<file path="config.mk">
export PLATFORM = sky130hd
export DESIGN_NAME = tirq_top
export DESIGN_NICKNAME = d
export VERILOG_FILES = /design/src/tirq_pkg.sv /design/src/tirq_axil.sv /design/src/tirq_top.sv
export SDC_FILE = /design/constraint.sdc
export NUM_CORES = 1
export LEC_CHECK = 0
export BUFFER_PORTS_ARGS = -buffer_cell sky130_fd_sc_hd__clkbuf_2
export CAP_MARGIN = 20
export CORE_ASPECT_RATIO = 2
export CORE_UTILIZATION = 60
export DETAILED_ROUTE_END_ITERATION = 6
export GPL_ROUTABILITY_DRIVEN = 1
export PLACE_DENSITY = 0.87
export SLEW_MARGIN = 30
export SYNTH_ARGS = -nofsm -noshare
export SYNTH_HDL_FRONTEND = slang
export SYNTH_HIERARCHICAL = 1
export SYNTH_SLANG_ARGS = --single-unit
</file>
<file path="constraint.sdc">
create_clock -name clk -period 4.6 [get_ports clk]
set_input_delay 0 -clock clk [delete_from_list [all_inputs] [get_ports clk]]
set_output_delay 0 -clock clk [all_outputs]
set_load 0.01 [all_outputs]
</file>
<file path="src/tirq_pkg.sv">
package tirq_pkg;

  // ---------------------------------------------------------------
  // register offsets (byte addresses)
  // ---------------------------------------------------------------
  localparam logic [11:0] OFS_MASK = 12'h0_018;
  localparam logic [11:0] OFS_RAW = 12'h0_01C;
  localparam logic [11:0] OFS_MIS = 12'h0_020;
  localparam logic [11:0] OFS_ICR = 12'h0_024;
  localparam logic [11:0] OFS_TAILR = 12'h0_028;
  localparam logic [11:0] OFS_TBILR = 12'h0_02C;
  localparam logic [11:0] OFS_CFG = 12'h0_000;

  // ---------------------------------------------------------------
  // event field positions
  // ---------------------------------------------------------------
  localparam int BIT_TMRA_TO = 0;
  localparam int BIT_CAPA_MATCH = 1;
  localparam int BIT_CAPA_EVENT = 2;
  localparam int BIT_CLOCK_EVENT = 3;
  localparam int BIT_TMRB_TO = 8;
  localparam int BIT_CAPB_MATCH = 9;
  localparam int BIT_CAPB_EVENT = 10;
  localparam logic [10:0] EVT_VALID = 11'h7_0F;

  // ---------------------------------------------------------------
  // reset values
  // ---------------------------------------------------------------
  localparam logic [15:0] LOAD_RST = 16'hFFFF;
  localparam logic [15:0] LOAD_UPPER_16_RST = 16'h0000;
  localparam logic [10:0] IRQ_RST = 11'h0_00;
  localparam logic CFG_RST = 1'b0;

  localparam logic [1:0] RESP_OKAY = 2'b00;
  localparam logic [1:0] RESP_SLVERR = 2'b10;

  // one register-bus request as seen by the register file
  typedef struct packed {
    logic wr;
    logic rd;
    logic [11:0] waddr;
    logic [11:0] raddr;
    logic [31:0] wdata;
    logic [3:0] wstrb;
  } tirq_req_t;

  // bus states, gray along idle -> resp
  typedef enum logic [1:0] {
    ST_IDLE = 2'b00,
    ST_RESP = 2'b01
  } tirq_st_t;

endpackage

</file>
<file path="src/tirq_axil.sv">
`timescale 1ns/1ps
`default_nettype none
module tirq_axil (
  input wire logic clk,
  input wire logic rst,
  input wire logic [11:0] s_awaddr,
  input wire logic s_awvalid,
  output logic s_awready,
  input wire logic [31:0] s_wdata,
  input wire logic [3:0] s_wstrb,
  input wire logic s_wvalid,
  output logic s_wready,
  output logic [1:0] s_bresp,
  output logic s_bvalid,
  input wire logic s_bready,
  input wire logic [11:0] s_araddr,
  input wire logic s_arvalid,
  output logic s_arready,
  output logic [31:0] s_rdata,
  output logic [1:0] s_rresp,
  output logic s_rvalid,
  input wire logic s_rready,
  output tirq_pkg::tirq_req_t req,
  input wire logic [31:0] rdata,
  input wire logic rerr,
  input wire logic werr
);
  import tirq_pkg::*;

  typedef struct packed {
    logic aw_ok;
    logic w_ok;
    logic [11:0] awaddr;
    logic [31:0] wdata;
    logic [3:0] wstrb;
    tirq_st_t wst;
    tirq_st_t rst_st;
    logic [1:0] bresp;
    logic [31:0] rdat;
    logic [1:0] rresp;
  } tirq_axs_t;

  tirq_axs_t s_q, s_d;
  logic do_wr, do_rd;

  // ---------------------------------------------------------------
  // channel acceptance and response
  // ---------------------------------------------------------------
  assign do_wr = s_q.aw_ok && s_q.w_ok && s_q.wst == ST_IDLE;
  assign do_rd = s_arvalid && s_q.rst_st == ST_IDLE;

  // one request per cycle to the register file
  always_comb begin
    req.wr = do_wr;
    req.rd = do_rd;
    req.waddr = s_q.awaddr;
    req.raddr = s_araddr;
    req.wdata = s_q.wdata;
    req.wstrb = s_q.wstrb;
  end

  // next state of the slave
  always_comb begin
    s_d = s_q;
    if (s_awvalid && !s_q.aw_ok && s_q.wst == ST_IDLE) begin
      s_d.aw_ok = 1'b1;
      s_d.awaddr = s_awaddr;
    end
    if (s_wvalid && !s_q.w_ok && s_q.wst == ST_IDLE) begin
      s_d.w_ok = 1'b1;
      s_d.wdata = s_wdata;
      s_d.wstrb = s_wstrb;
    end
    if (do_wr) begin
      s_d.aw_ok = 1'b0;
      s_d.w_ok = 1'b0;
      s_d.wst = ST_RESP;
      s_d.bresp = werr ? RESP_SLVERR : RESP_OKAY;
    end else if (s_q.wst == ST_RESP && s_bready) begin
      s_d.wst = ST_IDLE;
    end
    if (do_rd) begin
      s_d.rst_st = ST_RESP;
      s_d.rdat = rdata;
      s_d.rresp = rerr ? RESP_SLVERR : RESP_OKAY;
    end else if (s_q.rst_st == ST_RESP && s_rready) begin
      s_d.rst_st = ST_IDLE;
    end
  end

  // state register
  always_ff @(posedge clk or posedge rst) begin
    if (rst) begin
      s_q <= '{aw_ok: 1'b0, w_ok: 1'b0, awaddr: '0, wdata: '0, wstrb: '0,
               wst: ST_IDLE, rst_st: ST_IDLE, bresp: RESP_OKAY,
               rdat: '0, rresp: RESP_OKAY};
    end else begin
      s_q <= s_d;
    end
  end

  assign s_awready = !s_q.aw_ok && s_q.wst == ST_IDLE;
  assign s_wready = !s_q.w_ok && s_q.wst == ST_IDLE;
  assign s_bvalid = s_q.wst == ST_RESP;
  assign s_bresp = s_q.bresp;
  assign s_arready = s_q.rst_st == ST_IDLE;
  assign s_rvalid = s_q.rst_st == ST_RESP;
  assign s_rdata = s_q.rdat;
  assign s_rresp = s_q.rresp;

endmodule
`default_nettype wire

</file>
<file path="src/tirq_top.sv">
// Behaviour
// - masked bit set only if unmasked and occurred
// - timer B side masked bits at 10..8
// - timer A side masked bits at 3..0
// - reserved bits unchanged; read as zero
// - written one clears raw and masked bit
// - written zero leaves status alone
// - clear bits share status bit positions
// - 32-bit mode: upper half is timer B load
// - 16-bit mode: upper reads zero, writes ignored
// - 32-bit upper write loads timer B load
// - lower write loads timer A, reads back
// - reset: lower ones, upper per width mode
// - raw bits set regardless of mask
// - mask one enables, zero disables interrupt
`timescale 1ns/1ps
`default_nettype none
module tirq_top (
  input wire logic clk,
  input wire logic rst,
  input wire logic [11:0] s_awaddr,
  input wire logic s_awvalid,
  output logic s_awready,
  input wire logic [31:0] s_wdata,
  input wire logic [3:0] s_wstrb,
  input wire logic s_wvalid,
  output logic s_wready,
  output logic [1:0] s_bresp,
  output logic s_bvalid,
  input wire logic s_bready,
  input wire logic [11:0] s_araddr,
  input wire logic s_arvalid,
  output logic s_arready,
  output logic [31:0] s_rdata,
  output logic [1:0] s_rresp,
  output logic s_rvalid,
  input wire logic s_rready,
  input wire logic [10:0] event_in,
  output logic irq,
  output logic tmra_load_pulse,
  output logic tmrb_load_pulse,
  output logic [15:0] tmra_load_value,
  output logic [15:0] tmrb_load_value,
  output logic wide_mode
);
  import tirq_pkg::*;

  typedef struct packed {
    logic [10:0] raw;
    logic [10:0] mask;
    logic [15:0] load_lower_half;
    logic [15:0] tmrb_load;
    logic wide;
    logic irq;
    logic a_pulse;
    logic b_pulse;
  } tirq_state_t;

  tirq_state_t s_q, s_d;
  tirq_req_t req;
  logic [31:0] rdata;
  logic rerr, werr;

  // byte-lane merge of a 16-bit field
  function automatic logic [15:0] merge16(input logic [15:0] old,
                                          input logic [15:0] nw,
                                          input logic [1:0] be);
    merge16 = {be[1] ? nw[15:8] : old[15:8], be[0] ? nw[7:0] : old[7:0]};
  endfunction

  // known-address check
  function automatic logic known(input logic [11:0] a);
    known = a == OFS_MASK || a == OFS_RAW || a == OFS_MIS ||
            a == OFS_ICR || a == OFS_TAILR || a == OFS_TBILR ||
            a == OFS_CFG;
  endfunction

  // ---------------------------------------------------------------
  // bus slave
  // ---------------------------------------------------------------
  tirq_axil u_axil (
    .clk(clk),
    .rst(rst),
    .s_awaddr(s_awaddr),
    .s_awvalid(s_awvalid),
    .s_awready(s_awready),
    .s_wdata(s_wdata),
    .s_wstrb(s_wstrb),
    .s_wvalid(s_wvalid),
    .s_wready(s_wready),
    .s_bresp(s_bresp),
    .s_bvalid(s_bvalid),
    .s_bready(s_bready),
    .s_araddr(s_araddr),
    .s_arvalid(s_arvalid),
    .s_arready(s_arready),
    .s_rdata(s_rdata),
    .s_rresp(s_rresp),
    .s_rvalid(s_rvalid),
    .s_rready(s_rready),
    .req(req),
    .rdata(rdata),
    .rerr(rerr),
    .werr(werr)
  );

  assign rerr = !known(req.raddr);
  assign werr = !known(req.waddr);

  // ---------------------------------------------------------------
  // read mux
  // ---------------------------------------------------------------
  always_comb begin
    rdata = 32'h0000_0000;
    if (req.raddr == OFS_MASK) begin
      rdata = {21'h0, s_q.mask & EVT_VALID};
    end else if (req.raddr == OFS_RAW) begin
      rdata = {21'h0, s_q.raw};
    end else if (req.raddr == OFS_MIS) begin
      rdata = {21'h0, s_q.raw & s_q.mask};
    end else if (req.raddr == OFS_TAILR) begin
      // upper half aliases timer B load only when wide
      rdata = {s_q.wide ? s_q.tmrb_load : 16'h0000,
               s_q.load_lower_half};
    end else if (req.raddr == OFS_TBILR) begin
      rdata = {16'h0000, s_q.tmrb_load};
    end else if (req.raddr == OFS_CFG) begin
      rdata = {31'h0, s_q.wide};
    end
  end

  // ---------------------------------------------------------------
  // register file and status update
  // ---------------------------------------------------------------
  always_comb begin
    logic [10:0] clr;
    logic [15:0] mask16;
    clr = 11'h0_00;
    mask16 = merge16({5'h0, s_q.mask}, req.wdata[15:0], req.wstrb[1:0]);
    s_d = s_q;
    s_d.a_pulse = 1'b0;
    s_d.b_pulse = 1'b0;
    if (req.wr) begin
      if (req.waddr == OFS_MASK) begin
        // one enables, zero disables; reserved kept zero
        s_d.mask = mask16[10:0] & EVT_VALID;
      end else if (req.waddr == OFS_ICR) begin
        // only written ones clear, same positions as status
        clr = {req.wstrb[1] ? req.wdata[10:8] : 3'h0,
               4'h0,
               req.wstrb[0] ? req.wdata[3:0] : 4'h0};
      end else if (req.waddr == OFS_TAILR) begin
        if (req.wstrb[1:0] != 2'b00) begin
          s_d.load_lower_half = merge16(s_q.load_lower_half,
                                        req.wdata[15:0],
                                        req.wstrb[1:0]);
          s_d.a_pulse = 1'b1;
        end
        if (s_q.wide && req.wstrb[3:2] != 2'b00) begin
          s_d.tmrb_load = merge16(s_q.tmrb_load, req.wdata[31:16],
                                  req.wstrb[3:2]);
          s_d.b_pulse = 1'b1;
        end
      end else if (req.waddr == OFS_TBILR) begin
        // direct timer B load ignored in wide mode
        if (!s_q.wide && req.wstrb[1:0] != 2'b00) begin
          s_d.tmrb_load = merge16(s_q.tmrb_load, req.wdata[15:0],
                                  req.wstrb[1:0]);
          s_d.b_pulse = 1'b1;
        end
      end else if (req.waddr == OFS_CFG && req.wstrb[0]) begin
        s_d.wide = req.wdata[0];
        // switching width reloads the upper half per its reset rule
        if (req.wdata[0] != s_q.wide) begin
          s_d.tmrb_load = req.wdata[0] ? LOAD_RST : LOAD_UPPER_16_RST;
        end
      end
    end
    // events set raw bits whatever the mask; set wins over clear
    s_d.raw = ((s_q.raw & ~clr) | event_in) & EVT_VALID;
    s_d.irq = |(s_d.raw & s_d.mask);
  end

  // state register
  always_ff @(posedge clk or posedge rst) begin
    if (rst) begin
      s_q <= '{raw: IRQ_RST, mask: IRQ_RST, load_lower_half: LOAD_RST,
               tmrb_load: LOAD_UPPER_16_RST, wide: CFG_RST, irq: 1'b0,
               a_pulse: 1'b0, b_pulse: 1'b0};
    end else begin
      s_q <= s_d;
    end
  end

  // ---------------------------------------------------------------
  // outputs, all from flip-flops
  // ---------------------------------------------------------------
  assign irq = s_q.irq;
  assign tmra_load_pulse = s_q.a_pulse;
  assign tmrb_load_pulse = s_q.b_pulse;
  assign tmra_load_value = s_q.load_lower_half;
  assign tmrb_load_value = s_q.tmrb_load;
  assign wide_mode = s_q.wide;

endmodule
`default_nettype wire

</file>
### Word-level counts from Yosys, hierarchy flattened

Cells that the tools add are included.

| word-level totals | value |
|---|---|
| bits in registers | 144 |
| bits of input ports | 78 |
| output and inout port bits | 77 |
| word-level logic and storage cells | 150 |

| operators by class | value |
|---|---|
| equal/unequal tests | 21 |
| mux-type cells | 53 |
| bitwise logic cells | 9 |
| reductions and logical operators | 47 |

Operators by type and width:

| operator | count |
|---|---|
| $mux W16 | 10 |
| $mux W32 | 4 |
| $eq A12 B6 Y1 const B | 8 |
| $mux W33 | 2 |
| $eq A12 B5 Y1 const B | 4 |
| $mux W8 | 6 |
| $mux W11 | 4 |
| $mux W44 | 1 |
| $and A11 B11 Y11 | 3 |
| $logic_not A12 Y1 | 2 |
| $mux W2 | 10 |
| $reduce_and A6 Y1 | 3 |
| $reduce_and A9 Y1 | 2 |
| $mux W17 | 1 |
| $logic_and A1 B1 Y1 | 14 |
| $logic_or A1 B1 Y1 | 12 |
| $reduce_bool A2 Y1 | 6 |
| $mux W1 | 11 |
| $not A11 Y11 | 1 |
| $or A11 B11 Y11 | 1 |
| $reduce_or A11 Y1 | 1 |
| $ne A3 B2 Y1 const B | 3 |
| $mux W4 | 2 |
| $mux W3 | 2 |
| 7 further kinds | 17 |

### Longest topological paths before layout

Gate-level depths: netlist of the first run.

| logic depth | value |
|---|---|
| depth in word-level cells | 10 |
| depth in mapped cells | 9 |
| depth with buffers taken out | 7 |

### Hierarchy

Netlist of the first run, hierarchy kept.

By module, submodules not included:

| module | times used | cells each | area each (µm²) | sequential area each (µm²) |
|---|---|---|---|---|
| tirq_axil | 1 | 292 | 4,097.7 | 2,152.1 |
| tirq_top | 1 | 326 | 3,340.7 | 1,271.2 |

### Least setup slack after synthesis of the first run

OpenSTA, ideal clock, no wires.

| timing path | value |
|---|---|
| path kind | register -> register |
| from | register u_axil/s_q[38] in the netlist's numbering |
| to | register s_q (netlist bit tmra_load_value[0]) |
| setup time | 82 ps |
| arrival time | 2,204 ps |
| required time | 4,518 ps |
| path slack | 2,314 ps |
| stages on the path, launching flop included | 10 |
| buffers on the path | 2 |
| clock period less this slack | 2,286 ps |
| cells stage by stage | dfrtp_1 nand3b_1 inv_1 buf_4 nor3b_1 nand2_1 nor3_1 and2_1 buf_4 mux2_2 |

| on the way | value |
|---|---|
| word-level cells in the longest chain between the ends | 3 |

Ends and longest elaborated chain:

| item | RTL line | source |
|---|---|---|
| start, declared | tirq_axil.sv:43 | `tirq_axs_t s_q, s_d;` |
| start signal, assigned | tirq_axil.sv:94 | `s_q <= '{aw_ok: 1'b0, w_ok: 1'b0, awaddr: '0, wdata: '0, wstrb: '0,` |
| $logic_not A2 Y1 | tirq_axil.sv:49 | `assign do_wr = s_q.aw_ok && s_q.w_ok && s_q.wst == ST_IDLE;` |
| $logic_and A1 B1 Y1 | tirq_axil.sv:49 |  |
| named net u_axil.do_wr | tirq_axil.sv:44 | `logic do_wr, do_rd;` |
| $reduce_and A6 Y1 (no source line) | -- |  |
| end signal, assigned | tirq_top.sv:187 | `s_q <= '{raw: IRQ_RST, mask: IRQ_RST, load_lower_half: LOAD_RST,` |
| end, declared | tirq_top.sv:59 | `tirq_state_t s_q, s_d;` |

The timed path passes the listed nets, and every way through them passes these cells.
A chain may end at the register's enable or synchronous reset.

==> results of run 1 <==
-- stage by stage --
step | utilization | area (um2) | cells | hold WS [ns] | setup slack (ns)
after floorplan | - | 7430 | 618 | 0.0854 | 2.31
after CTS | 0.709 | 8600 | 855 | 0.0576 | 1.66
after global placement | 0.601 | 7280 | 763 | 0.175 | 1.81
after detailed placement | 0.602 | 7300 | 764 | 0.205 | 1.69
after global routing | 0.710 | 8600 | 855 | 0.106 | 1.40
final | 0.710 | 8600 | 855 | 0.0729 | 1.59
-- worst max-delay path, cell delays in order, from the launching register on --
cell and delay, ns:
dfrtp_1 0.49, nand3b_1 0.32, inv_1 0.23, nor3b_1 0.43, nand2_1 0.34, nor3_1 0.25
and2_1 0.47, mux2_2 0.40
-- layer usage --
layer  wire length (um)  part of all wire  vias up  track usage
li1                   -                 -     2192            -
met1               6070              0.37     2378        0.302
met2               8930              0.55      174        0.486
met3                666             0.041       48       0.0619
met4                611             0.038        0        0.129
met5                  0                 0        -            0
-- how the worst max path moves through the flow --
| stage | start | endpoint | slack, ns |
|---|---|---|---|
| floorplan | u_axil/s_q[38]$_DFFE_PP0P_ | tmra_load_value[0]$_DFFE_PP1P_ | 2.31 |
| global placement | u_axil/req[50]$_DFFE_PP0P_ | tmrb_load_value[0]$_DFFE_PP0P_ | 1.81 |
| detailed placement | u_axil/s_q[38]$_DFFE_PP0P_ | tmra_load_value[3]$_DFFE_PP1P_ | 1.69 |
| CTS | u_axil/s_q[38]$_DFFE_PP0P_ | tmra_load_value[4]$_DFFE_PP1P_ | 1.66 |
| global route | u_axil/s_q[38]$_DFFE_PP0P_ | tmra_load_value[9]$_DFFE_PP1P_ | 1.40 |
| finish | u_axil/s_q[38]$_DFFE_PP0P_ | tmra_load_value[4]$_DFFE_PP1P_ | 1.59 |
-- area by class of cell --
type	count	area (um2)	share of cell area
tap	147	184	0.0214
clock inverter	12	244	0.0284
multi-input combinational	321	2890	0.336
clock buffer	20	467	0.0542
sequential	136	3420	0.398
inverter	9	36.3	0.00422
timing repair buffer	210	1360	0.158
-- sequential cells by signal (all words and copies together) (netlist names), 4 cells and up --
signal and cells:
u_axil/req 48, tmrb_load_value 16, u_axil/s_rdata 32, s_q 14, u_axil/s_q 4, tmra_load_value 16
-- power by group through the flow --
stage          sequential (mW)  combinational, mW  clock (mW)
2_1_floorplan             1.56               1.12           0
3_3_place_gp              1.74              0.797           0
3_5_place_dp              1.77              0.842           0
4_1_cts                   1.76              0.891        1.62
5_1_grt                   1.80              0.963        1.68
6_report                  1.77              0.899        1.61
-- repair_timing --
item / in CTS / in global routing
buffers inserted: 0 / 0
hold buffers: 59 / 0
hold endpoints to repair: 178 / 0
==> metrics.md, run 1 <==
| Metric | Value |
|---|---|
| Tightest Pin Transition | `0.926 ns` |
| RR Endpoint | `tmra_load_value[4]$_DFFE_PP1P_` |
| Setup Skew | `0.00769 ns` |
| Share of power burned in registers | `0.413` |
| Lkg Pwr | `4.15 nW` |
| Die span in x | `80.7 um` |
| Final nets | `773` |
| Power Density | `497 nW/um2` |
| FMAX | `0.332 GHz` |
| Clock Tree Buf Depth | `2` |
| Gate power share | `0.210` |
| Detail Placement HPWL | `11.3 mm` |
| Outcome | `complete, no violations` |
| Tcrit/Tclk final | `0.654` |
| WS Path Type | `flop to flop` |
| Hold Crit Start | `s_araddr[4]` |
| Synth Area per Inst | `12.0 um2` |
| CTS Sinks | `136` |
| Htree depth | `4` |
| Int Pwr | `3.09 mW` |
| CP startpoint kind | `flop` |
| Final routed wire length divided by cell count | `19.0 um` |
| Worst EP required | `4.93 ns` |
| Final Hold Viols | `0` |
| Antenna violations before repair | `0` |
| Gp weighted congestion | `0.873` |
| Boundary pin count | `155` |
| RSZ-0062 raised after global routing | `false` |
| Yosys warning total | `6` |
| Clk slew on worst S/H paths | `0.05 ns` |
| Most common cell after layout, fill and taps aside | `clkbuf_2` |
| Clock tree root driver cell | `clkbuf_16` |
| First-pass iteration count of the detailed router | `5` |
| DR iter-0 viols | `181` |
| CORE AREA | `12100 um2` |
| Final wirelength | `16.3 mm` |
| Final setup viols | `0` |
| Die Y | `159 um` |
| Flop-to-flop setup slack | `1.59 ns` |
| CTS Buf Count | `17` |
| Hold Crit Depth | `4` |
| Worst rel slew slack | `0.382` |
| Worst EP arrival | `3.34 ns` |
| Vias per cell | `5.60` |
| Row cnt | `57` |
| Worst-Skew Late Latency | `0.41 ns` |
| Antenna viol nets, final | `0` |
| Sw frac | `0.277` |
| Resized cells post-CTS | `0` |
| Setup TNS | `0 ns` |
| Synth-to-layout area growth | `15.8%` |
| CTS tree | `built` |
| Total power | `4.28 mW` |
| GRT Resource Usage Total | `0.275` |
| Post-synthesis cell count | `617` |
| Drt drc | `0` |
| N_diodes | `0` |
| Layout cells sized above 1 | `0.472` |
| Number of port buffers | `148` |
| Routed vias | `4792` |
| Grt ovf | `0` |
| Largest net degree at the start of global routing | `87` |
| Vias in the first global route | `5190` |
| Starting Density | `0.613` |
| Post-Syn Area | `7430 um2` |
| Final Max Slew Viols | `0` |
| Worst Hold Path EP | `u_axil/s_rresp[1]$_DFFE_PP0P_` |
| R2r worst-path depth | `7` |
| Most frequent cells in the layout | `148 x clkbuf_2, 119 x dfrtp_1, 91 x mux2_2, 59 x dlygate4sd3_1, 32 x mux2i_1` |
| Psw | `1.18 mW` |
| Final Critical Period | `3.01 ns` |
| Worst r2r src | `u_axil/s_q[38]$_DFFE_PP0P_` |
| CP Capture Type | `flop` |
| Max-Cap Viols | `0` |
| VDD IR-drop max | `0.418 mV` |
| Clock power frac | `0.376` |
| First-pass GRT wire length | `26.7 mm` |
| Crit Path Max Fanout | `9` |
| Die area | `12900 um2` |
| Min-Delay Path Class | `input pin to flop` |
| # fillers | `832` |
Note: power is estimated with default switching activity, not from simulation.
==> run 2: changes to the inputs <==
Settings changed: CORE_UTILIZATION 60 to 50, PLACE_DENSITY 0.87 to 0.78.
Clock period 4.6 ns to 2.7 ns, I/O delays scaled along.
==> run 2 against run 1 <==
Effect of this change:
- maximum frequency grew 19%
- final cell count grew 6.2%
- sequential share of layout area fell by 0.078 points
- combinational power up 77%
- first-iteration DRC count increased by 5.0%
- count of clock-buffer cells in the layout fell by 1
- largest cell class unchanged
- largest power group unchanged
- highest routed layer unchanged
==> metrics.md, run 2 (same netlist as run 1, synthesis figures left out) <==
| Metric | Value |
|---|---|
| Clock Tree Buf Depth | `2 (unchanged)` |
| Psw | `2.04 mW (was 1.18 mW)` |
| RSZ-0062 raised after global routing | `false (unchanged)` |
| Resized cells post-CTS | `0 (unchanged)` |
| Antenna violations before repair | `0 (unchanged)` |
| Final routed wire length divided by cell count | `17.7 um (was 19.0 um)` |
| Clock tree root driver cell | `clkbuf_16 (unchanged)` |
| Number of port buffers | `148 (unchanged)` |
| Crit Path Max Fanout | `8 (was 9)` |
| Synth-to-layout area growth | `16.0% (was 15.8%)` |
| Tightest Pin Transition | `0.941 ns (was 0.926 ns)` |
| Tcrit/Tclk final | `0.933 (was 0.654)` |
| Layout cells sized above 1 | `0.473 (was 0.472)` |
| Final Critical Period | `2.52 ns (was 3.01 ns)` |
| GRT Resource Usage Total | `0.220 (was 0.275)` |
| Max-Cap Viols | `0 (unchanged)` |
| Largest net degree at the start of global routing | `51 (was 87)` |
| CP startpoint kind | `flop (unchanged)` |
| Most common cell after layout, fill and taps aside | `clkbuf_2 (unchanged)` |
| Setup Skew | `0.00901 ns (was 0.00769 ns)` |
| CP Capture Type | `flop (unchanged)` |
| Final worst slack | `0.181 ns (was 1.59 ns)` |
| Worst rel slew slack | `0.371 (was 0.382)` |
| Die Y | `174 um (was 159 um)` |
| Antenna viol nets, final | `0 (unchanged)` |
| Outcome | `complete, no violations (unchanged)` |
| Setup bufs post-CTS | `0 (unchanged)` |
| CTS tree | `built (unchanged)` |
| Row cnt | `62 (was 57)` |
| Grt ovf | `0 (unchanged)` |
| Worst-Skew Late Latency | `0.41 ns (about the same)` |
| Dpl ws | `0.201 ns (was 1.69 ns)` |
| Clock power frac | `0.344 (was 0.376)` |
| Final Hold Viols | `0 (unchanged)` |
| Setup TNS | `0 ns (unchanged)` |
| Hold buffers post-CTS | `60 (was 59)` |
| VDD IR-drop max | `0.613 mV (was 0.418 mV)` |
| Vias in the first global route | `5105 (was 5190)` |
| # fillers | `1196 (was 832)` |
| Max FFs per register | `48 (unchanged)` |
| Power Density | `802 nW/um2 (was 497 nW/um2)` |
| Drt drc | `0 (unchanged)` |
| Detail Placement HPWL | `12.0 mm (was 11.3 mm)` |
| Worst EP arrival | `2.81 ns (was 3.34 ns)` |
| Lkg Pwr | `4.12 nW (was 4.15 nW)` |
| N_diodes | `0 (unchanged)` |
| First-pass iteration count of the detailed router | `4 (was 5)` |
| Starting Density | `0.515 (was 0.613)` |
| Final wirelength | `16.1 mm (was 16.3 mm)` |
| Final Max Slew Viols | `0 (unchanged)` |
| FMAX | `0.397 GHz (was 0.332 GHz)` |
| Worst EP required | `2.99 ns (was 4.93 ns)` |
| CTS Buf Count | `17 (unchanged)` |
| Int Pwr | `4.87 mW (was 3.09 mW)` |
| Clk slew on worst S/H paths | `0.06 ns (was 0.05 ns)` |
| Sw frac | `0.296 (was 0.277)` |
| Routed vias | `4717 (was 4792)` |
| First-pass GRT wire length | `25.6 mm (was 26.7 mm)` |
| Vias per cell | `5.19 (was 5.60)` |
| Gate power share | `0.230 (was 0.210)` |
| Boundary pin count | `155 (unchanged)` |
| Htree depth | `4 (unchanged)` |
| WS Path Type | `flop to flop (unchanged)` |
| CTS Sinks | `136 (unchanged)` |
| Final setup viols | `0 (unchanged)` |
| Die area | `15400 um2 (was 12900 um2)` |
| CORE AREA | `14400 um2 (was 12100 um2)` |
| Share of power burned in registers | `0.425 (was 0.413)` |
| Min-Delay Path Class | `input pin to flop (unchanged)` |
| DR iter-0 viols | `190 (was 181)` |
| Die span in x | `88.2 um (was 80.7 um)` |
| Gp weighted congestion | `0.850 (was 0.873)` |
| Most frequent cells in the layout | `148 x clkbuf_2, 120 x dfrtp_1, 91 x mux2_2, 60 x dlygate4sd3_1, 32 x mux2i_1 (was 148 x clkbuf_2, 119 x dfrtp_1, 91 x mux2_2, 59 x dlygate4sd3_1, 32 x mux2i_1)` |
| Final nets | `781 (was 773)` |
-- run 2: worst paths after layout --
kind | from | to | slack (ns) | cells after the start
setup reg to reg | u_axil/s_q[88]$_DFFE_PP0P_ | tmrb_load_value[15]$_DFFE_PP0P_ | 0.18 | 7
setup / recovery | u_axil/s_q[88]$_DFFE_PP0P_ | tmrb_load_value[15]$_DFFE_PP0P_ | 0.18 | 7
hold / removal | s_araddr[4] | u_axil/s_rresp[1]$_DFFE_PP0P_ | 0.08 | 4
hold reg to reg | u_axil/s_rdata[27]$_DFFE_PP0P_ | u_axil/s_rdata[27]$_DFFE_PP0P_ | 0.51 | 1
min in group asynchronous | rst | u_axil/req[16]$_DFFE_PP0P_ | 0.24 | 3
max in group asynchronous | rst | u_axil/s_rdata[7]$_DFFE_PP0P_ | 1.53 | 4
-- run 2: area by class of cell --
class,count,area [um2],share of cell area
tap,192,240,0.0279
multi-input combinational,321,2890,0.335
clock buffer,19,443,0.0514
sequential,136,3420,0.397
clock inverter,13,171,0.0199
timing repair buffer,218,1420,0.164
inverter,9,36.3,0.00421
-- run 2: stage by stage --
stage	power [mW]	util	instance area (um2)	hold slack, ns	std cells
global placement	4.38	0.513	7400	0.124	816
detailed placement	4.47	0.513	7400	0.150	816
global route	7.20	0.597	8620	0.110	908
floorplan	4.56	-	7430	0.0854	618
CTS	6.94	0.597	8610	0.0703	908
finish	6.91	0.597	8620	0.0844	908
-- run 2: critical path: stages (launching register included) --
cell and delay [ns]:
dfrtp_1 0.43, nand3b_1 0.20, inv_1 0.20, nor3b_1 0.35, nand2_1 0.17, buf_4 0.22
a211oi_4 0.41, mux2_2 0.41
-- run 2: layer usage --
metal | GRT usage | routed length, um
met1 | 0.233 | 5970
met2 | 0.398 | 8960
met5 | 0 | 0
met4 | 0.124 | 628
met3 | 0.0351 | 553
-- run 2: power by group through the flow --
stage / clock network [mW] / logic, mW / registers [mW]
5_1_grt: 2.50 / 1.71 / 2.99
2_1_floorplan: 0 / 1.90 / 2.65
4_1_cts: 2.42 / 1.59 / 2.93
3_5_place_dp: 0 / 1.51 / 2.96
6_report: 2.38 / 1.59 / 2.94
3_3_place_gp: 0 / 1.45 / 2.93
==> run 3: changes to the inputs <==
Settings changed: CELL_PAD_IN_SITES_DETAIL_PLACEMENT from default to 0, CELL_PAD_IN_SITES_GLOBAL_PLACEMENT from default to 2, CORE_UTILIZATION 50 to 33, CTS_CLUSTER_SIZE from default to 12.
==> run 3 against run 2 <==
Effect of this change:
- core utilization down 20 points
- die area up 51%
- critical path depth unchanged
- sequential share of layout area is 0.51 points lower
- flip-flop and latch count unchanged
- hold slack got worse by 0.019 ns
- register-to-register slack improved by 0.15 ns
- cell area grew 1.3%
- non-clock buffer count up 3
- via count decreased by 0.91%
- first-iteration DRC count down 31%
- count of clock-buffer cells in the layout is 4 higher
==> metrics.md, run 3 (same netlist as run 1, synthesis figures left out) <==
| Metric | Value |
|---|---|
| Outcome | `complete, no violations (unchanged)` |
| Worst rel slew slack | `0.432 (was 0.371)` |
| Vias per cell | `4.70 (was 5.19)` |
| Int Pwr | `4.84 mW (was 4.87 mW)` |
| Boundary pin count | `155 (unchanged)` |
| Share of power burned in registers | `0.429 (was 0.425)` |
| First-pass GRT wire length | `27.8 mm (was 25.6 mm)` |
| Post-route cell area | `8730 um2 (was 8620 um2)` |
| Die Y | `214 um (was 174 um)` |
| DR iter-0 viols | `131 (was 190)` |
| Placed Cells | `904 (was 816)` |
| Clock power frac | `0.336 (was 0.344)` |
| GRT Resource Usage Total | `0.160 (was 0.220)` |
| First-pass iteration count of the detailed router | `4 (unchanged)` |
| Max FFs per register | `48 (unchanged)` |
| Worst EP arrival | `2.65 ns (was 2.81 ns)` |
| Worst r2r src | `u_axil/s_q[38]$_DFFE_PP0P_ (was u_axil/s_q[88]$_DFFE_PP0P_)` |
| Worst EP required | `2.98 ns (was 2.99 ns)` |
| Post-Layout Cell Count | `995 (was 908)` |
| Drt drc | `0 (unchanged)` |
| Routed vias | `4674 (was 4717)` |
| Worst-Skew Late Latency | `0.42 ns (was 0.41 ns)` |
| Clock Tree Buf Depth | `2 (unchanged)` |
| Setup Skew | `0.00731 ns (was 0.00901 ns)` |
| WS Path Type | `flop to flop (unchanged)` |
| Antenna violations before repair | `0 (unchanged)` |
| CORE AREA | `22100 um2 (was 14400 um2)` |
| Final wirelength | `17.2 mm (was 16.1 mm)` |
| CTS tree | `built (unchanged)` |
| Lkg Pwr | `4.16 nW (was 4.12 nW)` |
| Htree depth | `4 (unchanged)` |
| Final Max Slew Viols | `0 (unchanged)` |
| Tightest Pin Transition | `0.852 ns (was 0.941 ns)` |
| Psw | `1.98 mW (was 2.04 mW)` |
| Number of port buffers | `148 (unchanged)` |
| WHS | `0.0654 ns (was 0.0844 ns)` |
| Hold Crit Start | `s_araddr[4] (unchanged)` |
| Placed Instance Area | `7540 um2 (was 7400 um2)` |
| Max-Cap Viols | `0 (unchanged)` |
| Hold Crit Depth | `4 (unchanged)` |
| Layout cells sized above 1 | `0.477 (was 0.473)` |
| Detail Placement HPWL | `13.4 mm (was 12.0 mm)` |
| Power Density | `781 nW/um2 (was 802 nW/um2)` |
| Row cnt | `77 (was 62)` |
| VDD IR-drop max | `0.516 mV (was 0.613 mV)` |
| Most frequent cells in the layout | `148 x clkbuf_2, 120 x dfrtp_1, 91 x mux2_2, 59 x dlygate4sd3_1, 32 x mux2i_1 (was 148 x clkbuf_2, 120 x dfrtp_1, 91 x mux2_2, 60 x dlygate4sd3_1, 32 x mux2i_1)` |
| CP Capture Type | `flop (unchanged)` |
| Setup TNS | `0 ns (unchanged)` |
| CP startpoint | `u_axil/s_q[38]$_DFFE_PP0P_ (was u_axil/s_q[88]$_DFFE_PP0P_)` |
| CTS Sinks | `136 (unchanged)` |
| Antenna viol nets, final | `0 (unchanged)` |
| CP startpoint kind | `flop (unchanged)` |
| Most common cell after layout, fill and taps aside | `clkbuf_2 (unchanged)` |
| Gate power share | `0.235 (was 0.230)` |
| Sw frac | `0.290 (was 0.296)` |
| Min-Delay Path Class | `input pin to flop (unchanged)` |
| Final setup viols | `0 (unchanged)` |
| Final Critical Period | `2.37 ns (was 2.52 ns)` |
| Largest net degree at the start of global routing | `51 (unchanged)` |
| FMAX | `0.422 GHz (was 0.397 GHz)` |
| CTS Buf Count | `17 (unchanged)` |
| Starting Density | `0.337 (was 0.515)` |
| Finished Core Util | `0.396 (was 0.597)` |
| Crit Path Max Fanout | `5 (was 8)` |
| Gp weighted congestion | `0.820 (was 0.850)` |
| Final Hold Viols | `0 (unchanged)` |
| Clk slew on worst S/H paths | `0.06 ns (about the same)` |
| R2r worst-path depth | `7 (unchanged)` |
| Die area | `23200 um2 (was 15400 um2)` |
| Die span in x | `108 um (was 88.2 um)` |
| Synth-to-layout area growth | `17.5% (was 16.0%)` |
| Grt ovf | `0 (unchanged)` |
| Clock tree root driver cell | `clkbuf_16 (unchanged)` |
| Tcrit/Tclk final | `0.877 (was 0.933)` |
| N_diodes | `0 (unchanged)` |
| RSZ-0062 raised after global routing | `false (unchanged)` |
| Final routed wire length divided by cell count | `17.3 um (was 17.7 um)` |
| Vias in the first global route | `4995 (was 5105)` |
| Final nets | `784 (was 781)` |
-- run 3: cell types whose count changed in the layout (fill, tap and decap cells not counted), moves of 2 or more --
cell | previous run | this run
buf_4 | 10 | 13
clkinv_2 | 2 | 7
clkinvlp_4 | 5 | 1
clkinv_4 | 3 | 0
clkbuf_8 | 1 | 4
inv_6 | 2 | 0
-- run 3: layer usage --
metal / up-vias / global-route usage / part of all wire
met5: - / 0 / 0
met4: 0 / 0.0685 / 0.023
met3: 25 / 0.0362 / 0.038
met2: 106 / 0.290 / 0.55
met1: 2325 / 0.172 / 0.39
li1: 2218 / - / -
-- run 3: worst max-delay path, cell delays in order (launching register included) --
cell and delay, ns:
dfrtp_1 0.38, nand3b_1 0.25, inv_1 0.19, nor3b_2 0.26
nand4_1 0.29, mux2_2 0.39, a222oi_1 0.35, nand3_1 0.13
-- run 3: worst paths after layout --
path	endpoint	slack, ns
max	irq$_DFF_PP0_	0.33
min	u_axil/s_rresp[1]$_DFFE_PP0P_	0.07
max reg2reg	irq$_DFF_PP0_	0.33
min reg2reg	u_axil/s_rdata[18]$_DFFE_PP0P_	0.51
max in group asynchronous	u_axil/req[8]$_DFFE_PP0P_	1.79
min in group asynchronous	u_axil/s_rdata[15]$_DFFE_PP0P_	0.23
-- run 3: power groups by stage --
stage / combinational [mW] / sequential, mW / clock (mW)
finish: 1.60 / 2.93 / 2.29
global route: 1.74 / 2.99 / 2.44
CTS: 1.62 / 2.93 / 2.35
detailed placement: 1.54 / 2.96 / 0
global placement: 1.51 / 2.94 / 0
floorplan: 1.90 / 2.65 / 0
-- run 3: final cells by class --
type	count	area [um2]
fillers	2129	13300
flip-flops and latches	136	3420
multi-input cells	321	2890
repair buffers	221	1450
clock buffers	23	488
well taps	276	345
clock inverters	9	97.6
inverters	9	37.5
-- run 3: stage by stage --
step / power, mW / worst slack [ns]
finish: 6.82 / 0.332
detailed placement: 4.50 / 0.240
floorplan: 4.56 / 0.414
CTS: 6.90 / 0.212
global route: 7.16 / 0.123
global placement: 4.45 / 0.298
-- run 3: what timing repair did --
item / 4_1_cts / 5_1_grt
buffers inserted: 0 / 0
gates resized for setup: 0 / 2
hold endpoints to repair: 140 / 0
hold buffers: 59 / 0
setup endpoints to repair: 0 / 11
